$ cat config.mk
export PLATFORM = sky130hd
export DESIGN_NAME = serial_async_top
export DESIGN_NICKNAME = d
export VERILOG_FILES = /design/src/common/serial_pkg.sv /design/src/common/chan_if.sv /design/src/logic/uart_channel.sv /design/src/logic/serial_async_top.sv
export SDC_FILE = /design/constraint.sdc
export NUM_CORES = 2
export LEC_CHECK = 0
export BUFFER_PORTS_ARGS = -buffer_cell sky130_fd_sc_hd__buf_4
export CELL_PAD_IN_SITES_DETAIL_PLACEMENT = 1
export CELL_PAD_IN_SITES_GLOBAL_PLACEMENT = 1
export CORE_MARGIN = 3
export CORE_UTILIZATION = 33
export DETAILED_ROUTE_END_ITERATION = 7
export PLACE_DENSITY = 0.7
export RECOVER_POWER = 25
export SYNTH_ARGS = -nofsm -noshare
export SYNTH_HDL_FRONTEND = slang
export SYNTH_HIERARCHICAL = 1
export SYNTH_SLANG_ARGS = --single-unit
export TNS_END_PERCENT = 10
$ cat constraint.sdc
create_clock -name CORE_CLK -period 2.2 [get_ports CORE_CLK]
set_input_delay 0.44 -clock CORE_CLK [delete_from_list [all_inputs] [get_ports CORE_CLK]]
set_output_delay 0.44 -clock CORE_CLK [all_outputs]
set_load 0.03 [all_outputs]
$ cat src/common/serial_pkg.sv
// Package: register map, field layout and state codes of the serial block
package serial_pkg;
	localparam int          CHANNELS    = 12;
	localparam int          ADDR_W      = 12;
	// Global registers
	localparam logic [11:0] ADDR_STOP   = 12'h000;
	localparam logic [11:0] ADDR_PROT   = 12'h004;
	localparam logic [11:0] ADDR_GROUP  = 12'h008;
	// Channel blocks: base, region tag and index field
	localparam logic [2:0]  CHAN_REGION = 3'h1;
	localparam int          REGION_LSB  = 9;
	localparam int          IDX_LSB     = 5;
	localparam int          IDX_W       = 4;
	// Register offsets inside one channel block
	localparam logic [4:0]  REG_CTRL    = 5'h00;
	localparam logic [4:0]  REG_EXT     = 5'h04;
	localparam logic [4:0]  REG_NF      = 5'h08;
	localparam logic [4:0]  REG_BAUD    = 5'h0C;
	localparam logic [4:0]  REG_TDATA   = 5'h10;
	localparam logic [4:0]  REG_RDATA   = 5'h14;
	localparam logic [4:0]  REG_FLAG    = 5'h18;
	localparam logic [4:0]  REG_MASK    = 5'h1C;
	// Control fields
	localparam int          CTRL_RX_EN  = 0;
	localparam int          CTRL_TX_EN  = 1;
	localparam int          CTRL_PAR_EN = 2;
	localparam int          CTRL_ODD    = 3;
	localparam int          CTRL_W      = 4;
	// Extended mode fields
	localparam int          EXT_SRC_LSB = 0;
	localparam int          EXT_BASE8   = 2;
	localparam int          EXT_NF_EN   = 3;
	localparam int          EXT_W       = 4;
	localparam logic [1:0]  SRC_INT     = 2'h0;
	localparam logic [1:0]  SRC_EXT     = 2'h1;
	localparam logic [1:0]  SRC_TIMER   = 2'h2;
	localparam int          NF_W        = 2;
	localparam int          BAUD_W      = 16;
	localparam logic [15:0] BAUD_RESET  = 16'h0000;
	// Flag layout: err, rx full, tx empty, tx end, overrun, framing, parity
	localparam int          FLAG_ERR    = 0;
	localparam int          FLAG_W      = 7;
	localparam logic [31:0] PROT_KEY    = 32'h0000A501;
	localparam logic [4:0]  OVS_FAST    = 5'h08;
	localparam logic [4:0]  OVS_SLOW    = 5'h10;
	localparam logic [1:0]  HTRANS_NSEQ = 2'h2;
	localparam logic [1:0]  HTRANS_SEQ  = 2'h3;
	typedef enum logic [4:0] {
		S_IDLE  = 5'h01,
		S_START = 5'h02,
		S_DATA  = 5'h04,
		S_PAR   = 5'h08,
		S_STOP  = 5'h10
	} ser_state_type;
endpackage

$ cat src/common/chan_if.sv
// Interface: settings and events between the register block and one channel
`timescale 1ns/100ps
`default_nettype none
interface chan_if;
	logic       run;
	logic       rx_en;
	logic       tx_en;
	logic       par_en;
	logic       par_odd;
	logic       base8;
	logic       nf_en;
	logic [1:0] nf_sel;
	logic       tick;
	logic       rxd;
	logic       rx_unread;
	logic       tx_avail;
	logic [7:0] tx_data;
	logic [7:0] rx_data;
	logic       ev_rxf;
	logic       ev_err;
	logic [2:0] err_kind;
	logic       tx_take;
	logic       ev_tei;
	logic       txd;
	modport ctl (output run, rx_en, tx_en, par_en, par_odd, base8, nf_en,
		nf_sel, tick, rxd, rx_unread, tx_avail, tx_data,
		input rx_data, ev_rxf, ev_err, err_kind, tx_take, ev_tei, txd);
	modport chan (input run, rx_en, tx_en, par_en, par_odd, base8, nf_en,
		nf_sel, tick, rxd, rx_unread, tx_avail, tx_data,
		output rx_data, ev_rxf, ev_err, err_kind, tx_take, ev_tei, txd);
endinterface
`default_nettype wire

$ cat src/logic/uart_channel.sv
// One asynchronous channel: noise filter, receiver and transmitter
`timescale 1ns/100ps
`default_nettype none
module uart_channel (
	input  wire logic clk, // Core clock
	input  wire logic rst, // Synchronous reset, active high
	chan_if.chan      ch   // Settings in, events out
);
	serial_pkg::ser_state_type rx_st, next_rx_st, tx_st, next_tx_st;
	logic [4:0] rx_cnt, next_rx_cnt, tx_cnt, next_tx_cnt, ovs, half;
	logic [2:0] rx_bit, next_rx_bit, tx_bit, next_tx_bit;
	logic [7:0] rx_sh, next_rx_sh, tx_sh, next_tx_sh, rx_out, next_rx_out;
	logic       rx_par, next_rx_par, tx_par, next_tx_par;
	logic       txd, next_txd, rxin, rx_smp, tx_end;
	logic [2:0] nf_sr, next_nf_sr, nf_cnt, next_nf_cnt, nf_mask;
	logic [2:0] kind, next_kind;
	logic       nf_out, next_nf_out;
	logic       rxf, next_rxf, err, next_err, take, next_take;
	logic       tei, next_tei;

	assign ch.rx_data  = rx_out;
	assign ch.ev_rxf   = rxf;
	assign ch.ev_err   = err;
	assign ch.err_kind = kind;
	assign ch.tx_take  = take;
	assign ch.ev_tei   = tei;
	assign ch.txd      = txd;

	always_comb begin
		ovs = ch.base8 ? serial_pkg::OVS_FAST : serial_pkg::OVS_SLOW;
		half = ovs >> 1;
		nf_mask = 3'((4'h1 << ch.nf_sel) - 4'h1);
		rx_smp = ch.tick && (rx_cnt == ovs - 5'h01);
		tx_end = ch.tick && (tx_cnt == ovs - 5'h01);
		rxin = ch.nf_en ? nf_out : ch.rxd;
		next_nf_cnt = ch.tick ? nf_cnt + 3'h1 : nf_cnt;
		next_nf_sr = nf_sr;
		next_nf_out = nf_out;
		// Input moves only after three equal samples
		if (ch.tick && (nf_cnt & nf_mask) == 3'h0) begin
			next_nf_sr = {nf_sr[1:0], ch.rxd};
			if (&next_nf_sr || ~|next_nf_sr)
				next_nf_out = next_nf_sr[0];
		end
		next_rx_st = rx_st;
		next_rx_cnt = ch.tick ? rx_cnt + 5'h01 : rx_cnt;
		next_rx_bit = rx_bit;
		next_rx_sh = rx_sh;
		next_rx_par = rx_par;
		next_rx_out = rx_out;
		next_rxf = 1'b0;
		next_err = 1'b0;
		next_kind = 3'h0;
		case (rx_st)
			serial_pkg::S_IDLE: begin
				next_rx_cnt = 5'h00;
				if (ch.rx_en && !rxin)
					next_rx_st = serial_pkg::S_START;
			end
			serial_pkg::S_START: begin
				if (ch.tick && rx_cnt == half - 5'h01) begin
					next_rx_cnt = 5'h00;
					next_rx_bit = 3'h0;
					next_rx_par = ch.par_odd;
					// Glitch shorter than half a bit is not a start
					next_rx_st = rxin ? serial_pkg::S_IDLE
						: serial_pkg::S_DATA;
				end
			end
			serial_pkg::S_DATA: begin
				if (rx_smp) begin
					next_rx_cnt = 5'h00;
					next_rx_sh = {rxin, rx_sh[7:1]};
					next_rx_par = rx_par ^ rxin;
					next_rx_bit = rx_bit + 3'h1;
					if (&rx_bit)
						next_rx_st = ch.par_en ? serial_pkg::S_PAR
							: serial_pkg::S_STOP;
				end
			end
			serial_pkg::S_PAR: begin
				if (rx_smp) begin
					next_rx_cnt = 5'h00;
					next_rx_par = rx_par ^ rxin;
					next_rx_st = serial_pkg::S_STOP;
				end
			end
			serial_pkg::S_STOP: begin
				if (rx_smp) begin
					next_rx_st = serial_pkg::S_IDLE;
					next_kind = {ch.par_en && rx_par, !rxin,
						ch.rx_unread};
					next_err = |next_kind;
					next_rxf = ~|next_kind;
					if (~|next_kind)
						next_rx_out = rx_sh;
				end
			end
			default: next_rx_st = serial_pkg::S_IDLE;
		endcase
		if (!ch.rx_en)
			next_rx_st = serial_pkg::S_IDLE;
		next_tx_st = tx_st;
		next_tx_cnt = ch.tick ? tx_cnt + 5'h01 : tx_cnt;
		next_tx_bit = tx_bit;
		next_tx_sh = tx_sh;
		next_tx_par = tx_par;
		next_txd = txd;
		next_take = 1'b0;
		next_tei = 1'b0;
		case (tx_st)
			serial_pkg::S_IDLE: begin
				next_txd = 1'b1;
				next_tx_cnt = 5'h00;
				if (ch.tx_en && ch.tx_avail && !take) begin
					next_take = 1'b1;
					next_tx_sh = ch.tx_data;
					next_tx_par = ch.par_odd;
					next_txd = 1'b0;
					next_tx_st = serial_pkg::S_START;
				end
			end
			serial_pkg::S_START, serial_pkg::S_DATA: begin
				if (tx_end) begin
					next_tx_cnt = 5'h00;
					if (tx_st == serial_pkg::S_DATA && &tx_bit) begin
						next_txd = ch.par_en ? tx_par : 1'b1;
						next_tx_st = ch.par_en ? serial_pkg::S_PAR
							: serial_pkg::S_STOP;
					end else begin
						next_txd = tx_sh[0];
						next_tx_par = tx_par ^ tx_sh[0];
						next_tx_sh = tx_sh >> 1;
						next_tx_bit = (tx_st == serial_pkg::S_START)
							? 3'h0 : tx_bit + 3'h1;
						next_tx_st = serial_pkg::S_DATA;
					end
				end
			end
			serial_pkg::S_PAR: begin
				if (tx_end) begin
					next_tx_cnt = 5'h00;
					next_txd = 1'b1;
					next_tx_st = serial_pkg::S_STOP;
				end
			end
			serial_pkg::S_STOP: begin
				if (tx_end) begin
					next_tx_st = serial_pkg::S_IDLE;
					next_tei = !ch.tx_avail;
				end
			end
			default: next_tx_st = serial_pkg::S_IDLE;
		endcase
	end

	always_ff @(posedge clk) begin
		if (rst || !ch.run) begin
			rx_st <= serial_pkg::S_IDLE;
			tx_st <= serial_pkg::S_IDLE;
			{rx_cnt, tx_cnt} <= 10'h000;
			{rx_bit, tx_bit, nf_cnt, kind} <= 12'h000;
			{rx_sh, tx_sh, rx_out} <= 24'h000000;
			{rx_par, tx_par, rxf, err, take, tei} <= 6'h00;
			nf_sr <= 3'h7;
			nf_out <= 1'b1;
			txd <= 1'b1;
		end else begin
			rx_st <= next_rx_st;
			tx_st <= next_tx_st;
			rx_cnt <= next_rx_cnt;
			tx_cnt <= next_tx_cnt;
			rx_bit <= next_rx_bit;
			tx_bit <= next_tx_bit;
			nf_cnt <= next_nf_cnt;
			kind <= next_kind;
			rx_sh <= next_rx_sh;
			tx_sh <= next_tx_sh;
			rx_out <= next_rx_out;
			rx_par <= next_rx_par;
			tx_par <= next_tx_par;
			rxf <= next_rxf;
			err <= next_err;
			take <= next_take;
			tei <= next_tei;
			nf_sr <= next_nf_sr;
			nf_out <= next_nf_out;
			txd <= next_txd;
		end
	end
endmodule
`default_nettype wire

$ cat src/logic/serial_async_top.sv
// Multi-channel asynchronous serial block with AHB-Lite registers
// Overview of operation
// - Bit period is 8 or 16 ticks
// - Base clock from internal baud counter, external or timer input
// - Only rx full, tx empty start transfers
// - Rx full, tx empty live in irq flags
// - All channel errors share one grouped vector
// - Detect overrun, framing and parity errors
// - Noise filter enabled or bypassed by setting
// - Starts stopped, unconfigurable until released
//
// Chosen here: the address map and the AHB-Lite register port.
`timescale 1ns/100ps
`default_nettype none
module serial_async_top #(
	parameter int CHANNELS = serial_pkg::CHANNELS
) (
	input  wire logic                CORE_CLK,      // 100 MHz core clock
	input  wire logic                RST,           // Sync reset, high
	input  wire logic                HSEL,          // Slave select
	input  wire logic [31:0]         HADDR,         // Byte address
	input  wire logic [1:0]          HTRANS,        // Transfer type
	input  wire logic                HWRITE,        // Write when high
	input  wire logic [2:0]          HSIZE,         // Transfer size
	input  wire logic [31:0]         HWDATA,        // Write data
	input  wire logic                HREADY,        // Bus ready
	output logic      [31:0]         HRDATA,        // Read data
	output logic                     HREADYOUT,     // Slave ready
	output logic                     HRESP,         // Always OKAY
	input  wire logic [CHANNELS-1:0] RXD,           // Receive lines
	output logic      [CHANNELS-1:0] TXD,           // Transmit lines
	input  wire logic [CHANNELS-1:0] EXT_CLK,       // External base clocks
	input  wire logic                TIMER_CLK,     // aux_timer_clock
	output logic                     IRQ,           // Any unmasked flag
	output logic                     ERR_GROUP_IRQ, // Grouped error vector
	output logic      [CHANNELS-1:0] RX_DMA_REQ,    // Rx full pulse
	output logic      [CHANNELS-1:0] TX_DMA_REQ     // Tx empty pulse
);
	localparam int CW = serial_pkg::CTRL_W;
	localparam int EW = serial_pkg::EXT_W;
	localparam int NW = serial_pkg::NF_W;
	localparam int BW = serial_pkg::BAUD_W;
	localparam int FW = serial_pkg::FLAG_W;
	localparam int IW = serial_pkg::IDX_W;

	logic [CW-1:0]       ctrl     [CHANNELS], next_ctrl     [CHANNELS];
	logic [EW-1:0]       ext      [CHANNELS], next_ext      [CHANNELS];
	logic [NW-1:0]       nf       [CHANNELS], next_nf       [CHANNELS];
	logic [BW-1:0]       baud     [CHANNELS], next_baud     [CHANNELS];
	logic [BW-1:0]       bcnt     [CHANNELS], next_bcnt     [CHANNELS];
	logic [7:0]          tbuf     [CHANNELS], next_tbuf     [CHANNELS];
	logic [7:0]          rbuf     [CHANNELS], next_rbuf     [CHANNELS];
	logic [FW-1:0]       flag     [CHANNELS], next_flag     [CHANNELS];
	logic [FW-1:0]       mask     [CHANNELS], next_mask     [CHANNELS];
	logic [CHANNELS-1:0] tvalid, next_tvalid, rvalid, next_rvalid;
	logic [CHANNELS-1:0] tick, next_tick, group;
	logic [CHANNELS-1:0] rxd_s1, rxd_s2, eclk_s1, eclk_s2, eclk_s3;
	logic [2:0]          tclk_s;
	logic                stop, next_stop, prot, next_prot;
	logic                dp_wr, next_dp_wr, accept, any_irq;
	logic [11:0]         dp_addr, next_dp_addr, a_addr;
	logic [31:0]         rdata, next_rdata;
	logic                a_hit, d_hit;
	logic [IW-1:0]       a_idx, d_idx;
	logic [4:0]          a_reg, d_reg;
	logic [FW-1:0]       ev [CHANNELS];
	logic [7:0]          rx_data [CHANNELS];
	logic [CHANNELS-1:0] rx_take, tx_take;

	chan_if cif [CHANNELS] ();

	genvar g;
	generate
		for (g = 0; g < CHANNELS; g++) begin : gen_ch
			assign cif[g].run = !stop;
			assign cif[g].rx_en = ctrl[g][serial_pkg::CTRL_RX_EN];
			assign cif[g].tx_en = ctrl[g][serial_pkg::CTRL_TX_EN];
			assign cif[g].par_en = ctrl[g][serial_pkg::CTRL_PAR_EN];
			assign cif[g].par_odd = ctrl[g][serial_pkg::CTRL_ODD];
			assign cif[g].base8 = ext[g][serial_pkg::EXT_BASE8];
			assign cif[g].nf_en = ext[g][serial_pkg::EXT_NF_EN];
			assign cif[g].nf_sel = nf[g];
			assign cif[g].tick = tick[g];
			assign cif[g].rxd = rxd_s2[g];
			assign cif[g].rx_unread = rvalid[g];
			assign cif[g].tx_avail = tvalid[g];
			assign cif[g].tx_data = tbuf[g];
			assign rx_data[g] = cif[g].rx_data;
			assign rx_take[g] = cif[g].ev_rxf;
			assign tx_take[g] = cif[g].tx_take;
			assign ev[g] = {cif[g].err_kind, cif[g].ev_tei,
				cif[g].tx_take, cif[g].ev_rxf, cif[g].ev_err};
			assign TXD[g] = cif[g].txd;
			// rx full and tx empty only
			assign RX_DMA_REQ[g] = cif[g].ev_rxf;
			assign TX_DMA_REQ[g] = cif[g].tx_take;
			assign group[g] = flag[g][serial_pkg::FLAG_ERR];
			uart_channel u_ch (
				.clk (CORE_CLK),
				.rst (RST),
				.ch  (cif[g])
			);
		end
	endgenerate

	assign HREADYOUT = 1'b1;
	assign HRESP = 1'b0;
	assign HRDATA = rdata;
	assign accept = HSEL && HREADY && (HTRANS == serial_pkg::HTRANS_NSEQ
		|| HTRANS == serial_pkg::HTRANS_SEQ);
	assign a_addr = HADDR[11:0];
	assign a_idx = a_addr[serial_pkg::IDX_LSB +: IW];
	assign a_reg = a_addr[serial_pkg::IDX_LSB-1:0];
	assign a_hit = a_addr[11:serial_pkg::REGION_LSB] ==
		serial_pkg::CHAN_REGION && int'(a_idx) < CHANNELS;
	assign d_idx = dp_addr[serial_pkg::IDX_LSB +: IW];
	assign d_reg = dp_addr[serial_pkg::IDX_LSB-1:0];
	assign d_hit = dp_addr[11:serial_pkg::REGION_LSB] ==
		serial_pkg::CHAN_REGION && int'(d_idx) < CHANNELS;

	always_comb begin
		any_irq = 1'b0;
		ERR_GROUP_IRQ = 1'b0;
		for (int c = 0; c < CHANNELS; c++) begin
			any_irq = any_irq | |(flag[c] & mask[c]);
			ERR_GROUP_IRQ = ERR_GROUP_IRQ |
				(group[c] & mask[c][serial_pkg::FLAG_ERR]);
		end
		IRQ = any_irq;
	end

	always_comb begin
		next_dp_wr = accept && HWRITE;
		next_dp_addr = a_addr;
		next_stop = stop;
		next_prot = prot;
		next_rdata = 32'h00000000;
		if (accept && !HWRITE) begin
			if (a_addr == serial_pkg::ADDR_STOP)
				next_rdata = {31'h00000000, stop};
			else if (a_addr == serial_pkg::ADDR_PROT)
				next_rdata = {31'h00000000, prot};
			else if (a_addr == serial_pkg::ADDR_GROUP)
				next_rdata = 32'(group);
			else if (a_hit && a_reg == serial_pkg::REG_CTRL)
				next_rdata = 32'(ctrl[a_idx]);
			else if (a_hit && a_reg == serial_pkg::REG_EXT)
				next_rdata = 32'(ext[a_idx]);
			else if (a_hit && a_reg == serial_pkg::REG_NF)
				next_rdata = 32'(nf[a_idx]);
			else if (a_hit && a_reg == serial_pkg::REG_BAUD)
				next_rdata = 32'(baud[a_idx]);
			else if (a_hit && a_reg == serial_pkg::REG_RDATA)
				next_rdata = 32'(rbuf[a_idx]);
			else if (a_hit && a_reg == serial_pkg::REG_FLAG)
				next_rdata = 32'(flag[a_idx]);
			else if (a_hit && a_reg == serial_pkg::REG_MASK)
				next_rdata = 32'(mask[a_idx]);
		end
		// key opens the stop control once
		if (dp_wr && dp_addr == serial_pkg::ADDR_PROT)
			next_prot = HWDATA == serial_pkg::PROT_KEY;
		else if (dp_wr && dp_addr == serial_pkg::ADDR_STOP && prot) begin
			next_stop = HWDATA[0];
			next_prot = 1'b0;
		end
		for (int c = 0; c < CHANNELS; c++) begin
			next_ctrl[c] = ctrl[c];
			next_ext[c] = ext[c];
			next_nf[c] = nf[c];
			next_baud[c] = baud[c];
			next_mask[c] = mask[c];
			next_tbuf[c] = tbuf[c];
			next_tvalid[c] = tvalid[c] && !tx_take[c];
			next_rbuf[c] = rbuf[c];
			next_rvalid[c] = rvalid[c];
			next_flag[c] = flag[c];
			next_bcnt[c] = bcnt[c] + 16'h0001;
			next_tick[c] = 1'b0;
			if (bcnt[c] >= baud[c])
				next_bcnt[c] = 16'h0000;
			case (ext[c][serial_pkg::EXT_SRC_LSB +: 2])
				serial_pkg::SRC_INT: next_tick[c] = bcnt[c] >= baud[c];
				serial_pkg::SRC_EXT: next_tick[c] = eclk_s2[c] && !eclk_s3[c];
				serial_pkg::SRC_TIMER: next_tick[c] = tclk_s[1] && !tclk_s[2];
				default: next_tick[c] = 1'b0;
			endcase
			// Reads that consume data or flags
			if (accept && !HWRITE && a_hit && a_idx == IW'(c)) begin
				if (a_reg == serial_pkg::REG_RDATA)
					next_rvalid[c] = 1'b0;
				if (a_reg == serial_pkg::REG_FLAG)
					next_flag[c] = {FW{1'b0}};
			end
			if (dp_wr && !stop && d_hit && d_idx == IW'(c)) begin
				if (d_reg == serial_pkg::REG_CTRL)
					next_ctrl[c] = HWDATA[CW-1:0];
				else if (d_reg == serial_pkg::REG_EXT)
					next_ext[c] = HWDATA[EW-1:0];
				else if (d_reg == serial_pkg::REG_NF)
					next_nf[c] = HWDATA[NW-1:0];
				else if (d_reg == serial_pkg::REG_BAUD)
					next_baud[c] = HWDATA[BW-1:0];
				else if (d_reg == serial_pkg::REG_MASK)
					next_mask[c] = HWDATA[FW-1:0];
				else if (d_reg == serial_pkg::REG_TDATA) begin
					next_tbuf[c] = HWDATA[7:0];
					next_tvalid[c] = 1'b1;
				end
			end
			// events land in irq flags; set beats clear
			next_flag[c] = next_flag[c] | ev[c];
			if (rx_take[c]) begin
				next_rbuf[c] = rx_data[c];
				next_rvalid[c] = 1'b1;
			end
		end
	end

	always_ff @(posedge CORE_CLK) begin
		rxd_s1 <= RXD;
		rxd_s2 <= rxd_s1;
		eclk_s1 <= EXT_CLK;
		eclk_s2 <= eclk_s1;
		eclk_s3 <= eclk_s2;
		tclk_s <= {tclk_s[1:0], TIMER_CLK};
	end

	always_ff @(posedge CORE_CLK) begin
		if (RST) begin
			stop <= 1'b1;
			prot <= 1'b0;
			dp_wr <= 1'b0;
			dp_addr <= 12'h000;
			rdata <= 32'h00000000;
			tvalid <= '0;
			rvalid <= '0;
			tick <= '0;
			for (int c = 0; c < CHANNELS; c++) begin
				ctrl[c] <= '0;
				ext[c] <= '0;
				nf[c] <= '0;
				baud[c] <= serial_pkg::BAUD_RESET;
				bcnt[c] <= 16'h0000;
				tbuf[c] <= 8'h00;
				rbuf[c] <= 8'h00;
				flag[c] <= '0;
				mask[c] <= '0;
			end
		end else begin
			stop <= next_stop;
			prot <= next_prot;
			dp_wr <= next_dp_wr;
			dp_addr <= next_dp_addr;
			rdata <= next_rdata;
			tvalid <= next_tvalid;
			rvalid <= next_rvalid;
			tick <= next_tick;
			for (int c = 0; c < CHANNELS; c++) begin
				ctrl[c] <= next_ctrl[c];
				ext[c] <= next_ext[c];
				nf[c] <= next_nf[c];
				baud[c] <= next_baud[c];
				bcnt[c] <= next_bcnt[c];
				tbuf[c] <= next_tbuf[c];
				rbuf[c] <= next_rbuf[c];
				flag[c] <= next_flag[c];
				mask[c] <= next_mask[c];
			end
		end
	end
endmodule
`default_nettype wire

Yosys cells after proc, flatten, opt, wreduce, memory -nomap -nowiden --
Memory sizes are Yosys's and may differ from the RTL's. Cells that the tools add are included.
Word-level totals: memories 9, memory bits (writable) 864, bits of input ports 99, register bits 938
Memory list:
- baud | words 12, width 16, rd ports 13, clocked after memory_dff 0, wr ports 12, line serial_async_top.sv:49 | logic [BW-1:0] baud [CHANNELS], next_baud [CHANNELS];
- bcnt | words 12, width 16, rd ports 12, clocked after memory_dff 0, wr ports 12, line serial_async_top.sv:50 | logic [BW-1:0] bcnt [CHANNELS], next_bcnt [CHANNELS];
- rbuf | words 12, width 8, rd ports 1, clocked after memory_dff 0, wr ports 12, line serial_async_top.sv:52 | logic [7:0] rbuf [CHANNELS], next_rbuf [CHANNELS];
- tbuf | words 12, width 8, rd ports 12, clocked after memory_dff 0, wr ports 12, line serial_async_top.sv:51 | logic [7:0] tbuf [CHANNELS], next_tbuf [CHANNELS];
- flag | words 12, width 7, rd ports 13, clocked after memory_dff 0, wr ports 12, line serial_async_top.sv:53 | logic [FW-1:0] flag [CHANNELS], next_flag [CHANNELS];
- mask | words 12, width 7, rd ports 13, clocked after memory_dff 0, wr ports 12, line serial_async_top.sv:54 | logic [FW-1:0] mask [CHANNELS], next_mask [CHANNELS];
- 3 more memories
Cells by class: equality and inequality tests 377, bitwise gates (word level) 300, shifts and indexed selects 12, reductions and logical operators 673, $add $sub $neg 108, mux-type cells 1168, magnitude comparators 14
Operators by type and width (count):
- $mux 16 | 97
- $mux 8 | 157
- $mux 5 | 216
- $mux 7 | 122
- $mux 4 | 84
- $pmux 5 s5 | 12
- $reduce_and 3->1 | 96
- $ne 2x1->1 const B | 132
- $mux 1 | 260
- $pmux 5 s4 | 12
- $add 16x1->16 const B | 12
- $ge 16x16->1 | 12
- $pmux 8 s2 | 12
- $eq 5x5->1 | 36
- $pmux 5 s3 | 12
- $reduce_or 3->1 | 60
- $logic_and 1x1->1 | 176
- $eq 5x5->1 const B | 29
- $mux 3 | 48
- $eq 5x4->1 const B | 28
- $eq 5x3->1 const B | 26
- $or 1x1->1 | 130
- $reduce_bool 2->1 | 61
- $add 5x1->5 const B | 24
- other kinds (48) | 798

Longest topological paths before layout --
An unclocked memory read counts as a cell.
word-level depth 14, gate-level depth with buffers 11

Modules after synthesis --
The synthesis kept the hierarchy.
By module, submodules not included:
- serial_async_top | instances 1, area each 46109.2 µm², cells each 4992
- uart_channel (gen_ch[11].u_ch ...) | instances 4, area each 3118.0 µm², cells each 340
- uart_channel (gen_ch[5].u_ch ...) | instances 4, area each 3113.0 µm², cells each 351
- uart_channel (gen_ch[10].u_ch) | instances 1, area each 3106.7 µm², cells each 351
- uart_channel (gen_ch[3].u_ch) | instances 1, area each 3101.7 µm², cells each 345
- uart_channel (gen_ch[0].u_ch) | instances 1, area each 3057.9 µm², cells each 334
- uart_channel (gen_ch[8].u_ch) | instances 1, area each 3041.7 µm², cells each 331

Least setup slack after synthesis --
OpenSTA, ideal clock, no wires.
path kind input to register, start point input port HADDR[6], end point register rdata[2], in the netlist HRDATA[2], stages 10, setup slack -0.158 ns, data arrival time 2.228 ns, library setup time 0.130 ns, required time 2.070 ns, cell sequence buf_2 buf_4 buf_2 mux4_2 mux2i_1 nor2_1 a21oi_1 o22ai_1 a2111oi_0 a21oi_1
On the way: longest elaborated chain between the ends 11, elaborated cells between the ends (all ways) 27
RTL lines:
- from (decl) | line serial_async_top.sv:21 | input wire logic [31:0] HADDR,
- $lt 4x4->1 | line serial_async_top.sv:115 | serial_pkg::CHAN_REGION && int'(a_idx) < CHANNELS;
- $logic_and 1x1->1 | line serial_async_top.sv:115
- $logic_and 1x1->1 | line serial_async_top.sv:157 | else if (a_hit && a_reg == serial_pkg::REG_MASK)
- $mux 7 | line serial_async_top.sv:157
- $mux 7 | line serial_async_top.sv:155 | else if (a_hit && a_reg == serial_pkg::REG_FLAG)
- $mux 8 | line serial_async_top.sv:153 | else if (a_hit && a_reg == serial_pkg::REG_RDATA)
- $mux 16 | line serial_async_top.sv:151 | else if (a_hit && a_reg == serial_pkg::REG_BAUD)
- $mux 12 | line serial_async_top.sv:149 | else if (a_hit && a_reg == serial_pkg::REG_NF)
- $mux 12 | line serial_async_top.sv:147 | else if (a_hit && a_reg == serial_pkg::REG_EXT)
- $mux 12 | line serial_async_top.sv:145 | else if (a_hit && a_reg == serial_pkg::REG_CTRL)
- $mux 12 | line serial_async_top.sv:143 | else if (a_addr == serial_pkg::ADDR_GROUP)
- to (signal assigned) | line serial_async_top.sv:255 | rdata <= next_rdata;
- to (decl) | line serial_async_top.sv:62 | logic [31:0] rdata, next_rdata;
Parallel ways exist; a longest one is shown, timed or not. A chain may end at the register's enable or synchronous reset.

==> flow_metrics.tcl <==
set metrics [dict create \
    insertion_delay_ns 0.90 \
    die-area_sq_mm 0.259 \
    maxSlewViolCount 0 \
    power.leakage_nw 37.3 \
    row_count 183 \
    synth_commonest_cells "dfxtp_1, nor2_1, nand2_1" \
    hold_slack_ns 0.0512 \
    postSynthAreaPerCell_sq_um 9.14 \
    clock_path_buffers 3 \
    grt_setup_unrepaired "yes" \
    max_freq_mhz 335 \
    startpoint_type "register" \
    max_slew.worst_pin.slew_ns 1.20 \
    area_growth_pct 23.6 \
    synth_top_area_cell "dfxtp_1" \
    via_per_inst 5.44 \
    drt-initial-drc-count 5315 \
    netSwitchingFraction_pct 23.3 \
    critPathCaptureType "output port" \
    drive_gt1_share_pct 20.8 \
    violations "negative setup slack" \
    dp_hpwl_um 240000 \
    io_buffer_count 128 \
    clock-sinks 1786 \
    worstPathMaxFanout 3 \
    numCtsBuffers 194 \
    die_h_um 509 \
    synth-seq-area-share_pct 44.1 \
    die_w_um 509 \
    drv_cap 0 \
    power_density_mw_per_mm2 676 \
    yosys_warnings 6 \
    core_sq_mm 0.250 \
    period_minus_slack_ns 2.98 \
    hold_viol_final 0 \
    synthFlopType "dfxtp_1" \
    syn_area_sq_mm 0.0833 \
    synth.ff_latch_count 1786 \
    grt_start_max_net_pins 91 \
    initial_core_util_pct 33.3 \
    cts-root-buf "clkbuf_16" \
    cp_data_arrival_time_ns 2.54 \
    dr.pass1.iters 5 \
    path_clk_slew_ns 0.06 \
    wl_per_cell_um 24.3 \
    grt_pass1_vias 75300 \
    finalCritPeriodShare_pct 136 \
    grt_use_total_pct 24.0 \
    required_ns 1.76 \
    syn_inst 9117 \
    cts_tree "yes" \
    synthArstFlopShare_pct 0 \
    ant_nets 0 \
    fin_nets 10200 \
    power_frac_comb_pct 3.4 \
    synth_most_common_cell "dfxtp_1" \
    power.switching_mw 16.2 \
    grt.overflow.total 0 \
    io_pins 171 \
    wl_um 323000 \
    antenna_found_initial 18 \
    tns_ns -360.48 \
    netlist_top_cells_area "dfxtp_1, mux2i_1, nor2_1" \
    setup_violations 1524 \
    yosysUniqueCellTypes 117 \
    via_count 72200 \
    max_slew_margin_pct 19.8 \
    final_core_util_pct 41.2 \
    hp-class "in -> reg" \
    outcome "complete, but fails checks" \
    clkPwrFrac_pct 49.2 \
    cts.htree.levels 4 \
    p_seq_share_pct 47.4 \
    p_int_mw 53.4 \
    peakVddDrop_mv 0.811 \
    drc 0 \
    gp_congestion 0.998 \
    grt_pass1_wl_um 477000 \
    synth_edf_count 96 \
    finClkSkew_ns 0.0661 \
    criticalPathCategory "reg -> out" \
    setup_ws_ns -0.781 \
    synth.top_cell.area_share_pct 40.6 \
    total_power_mw 69.7 \
]
[registers in the layout (all words and copies together) (netlist names), 84 cells and up]
register and cells:
baud 192, gen_ch.u_ch/ch.rx_data 96, gen_ch.u_ch/tx_sh 96, flag 84, rbuf 96, bcnt 192, mask 84, tbuf 96
gen_ch.u_ch/rx_sh 96
[layout by cell type (no fill, tap or decap), types with 49 or more instances in the layout]
cell and instances:
a211oi_1 109, a21o_1 61, a21oi_1 564, a21oi_2 123, a22oi_1 54, and2_1 103, and3_1 56, buf_12 101
buf_4 792, clkbuf_16 209, dfxtp_1 1630, dfxtp_2 54, edfxtp_1 96, ha_1 281, inv_1 312, mux2i_1 578
mux4_2 136, nand2_1 763, nand2_2 52, nand2_4 56, nand2b_1 72, nand3_1 441, nand3b_1 59, nand4_1 131
nor2_1 1130, nor2b_1 84, nor3_1 126, o211ai_1 80, o21ai_0 205, o21ai_1 53, or3_1 49, xnor2_1 155
xor2_1 196
[critical path, cell delays in order, from the launching register on]
cell	delay (ns)
dfxtp_1	0.47
a22oi_1	0.30
nand4_1	0.19
nor4_4	0.26
nand3_1	0.14
buf_6	0.16
buf_6	0.13
[path summary, 6_finish.rpt]
kind | start | end | slack (ns) | depth (start not counted)
worst max register to register | dp_addr[10] | baud[0][9] | -0.20 | 11
worst min-delay path | HREADY | dp_wr | 0.05 | 4
worst max-delay path | mask[2][3] | IRQ | -0.78 | 6
worst min register to register | eclk_s1[3] | eclk_s2[3] | 0.32 | 0
[routing by layer]
| metal | global-route usage [%] | up-vias | share of wire [%] |
|---|---|---|---|
| met5 | 0 | - | 0.025 |
| met4 | 12.5 | 12 | 5.9 |
| met3 | 3.68 | 701 | 4.9 |
| met2 | 41.5 | 1773 | 49 |
| met1 | 28.8 | 36400 | 41 |
| li1 | - | 33300 | - |
[metrics by stage]
stage	cells	instance area [sq um]	setup slack [ns]
after floorplan	9133	83400	-0.0291
after global placement	12800	92900	-0.475
after detailed placement	12800	92900	-0.504
after CTS	13200	101000	-0.799
after global routing	13300	103000	-0.863
final	13300	103000	-0.781
[cell type report]
cell class              instances  area, sq um
fillers                     28500       147000
multi-input cells            6462        44700
flip-flops and latches       1786        36800
repair buffers               1025         9390
clock buffers                 276         5750
well taps                    3330         4170
inverters                     317         1190
clock inverters                82          951
diodes                         15         37.5
[power groups by stage]
stage                     registers [mW]  clock network [mW]  logic, mW
after global routing                33.0                36.3       2.47
after global placement              33.7                   0       2.19
after CTS                           33.0                34.9       2.32
after floorplan                     33.5                   0       1.13
after detailed placement            33.7                   0       2.23
final                               33.0                34.3       2.40
[cells by family after synthesis]
kind of cell    count (synthesis)  synth area share (%)
simple gates                 3481                  20.1
flops                        1786                  44.1
compound gates               1574                  11.9
buf+inv                       889                  4.87
mux                           738                  10.9
xor+xnor                      356                  3.79
fa+ha+maj                     291                  4.37
other cells                     2               0.00901
[repair_timing]
item / CTS / global route
gates resized for setup: 192 / 445
gates cloned: 5 / 10
buffers inserted: 12 / 31
setup endpoints to repair: 555 / 825
hold buffers: 39 / 0
pin swaps: 34 / 162
hold endpoints to repair: 85 / 0
Note: power is estimated with default switching activity, not from simulation.
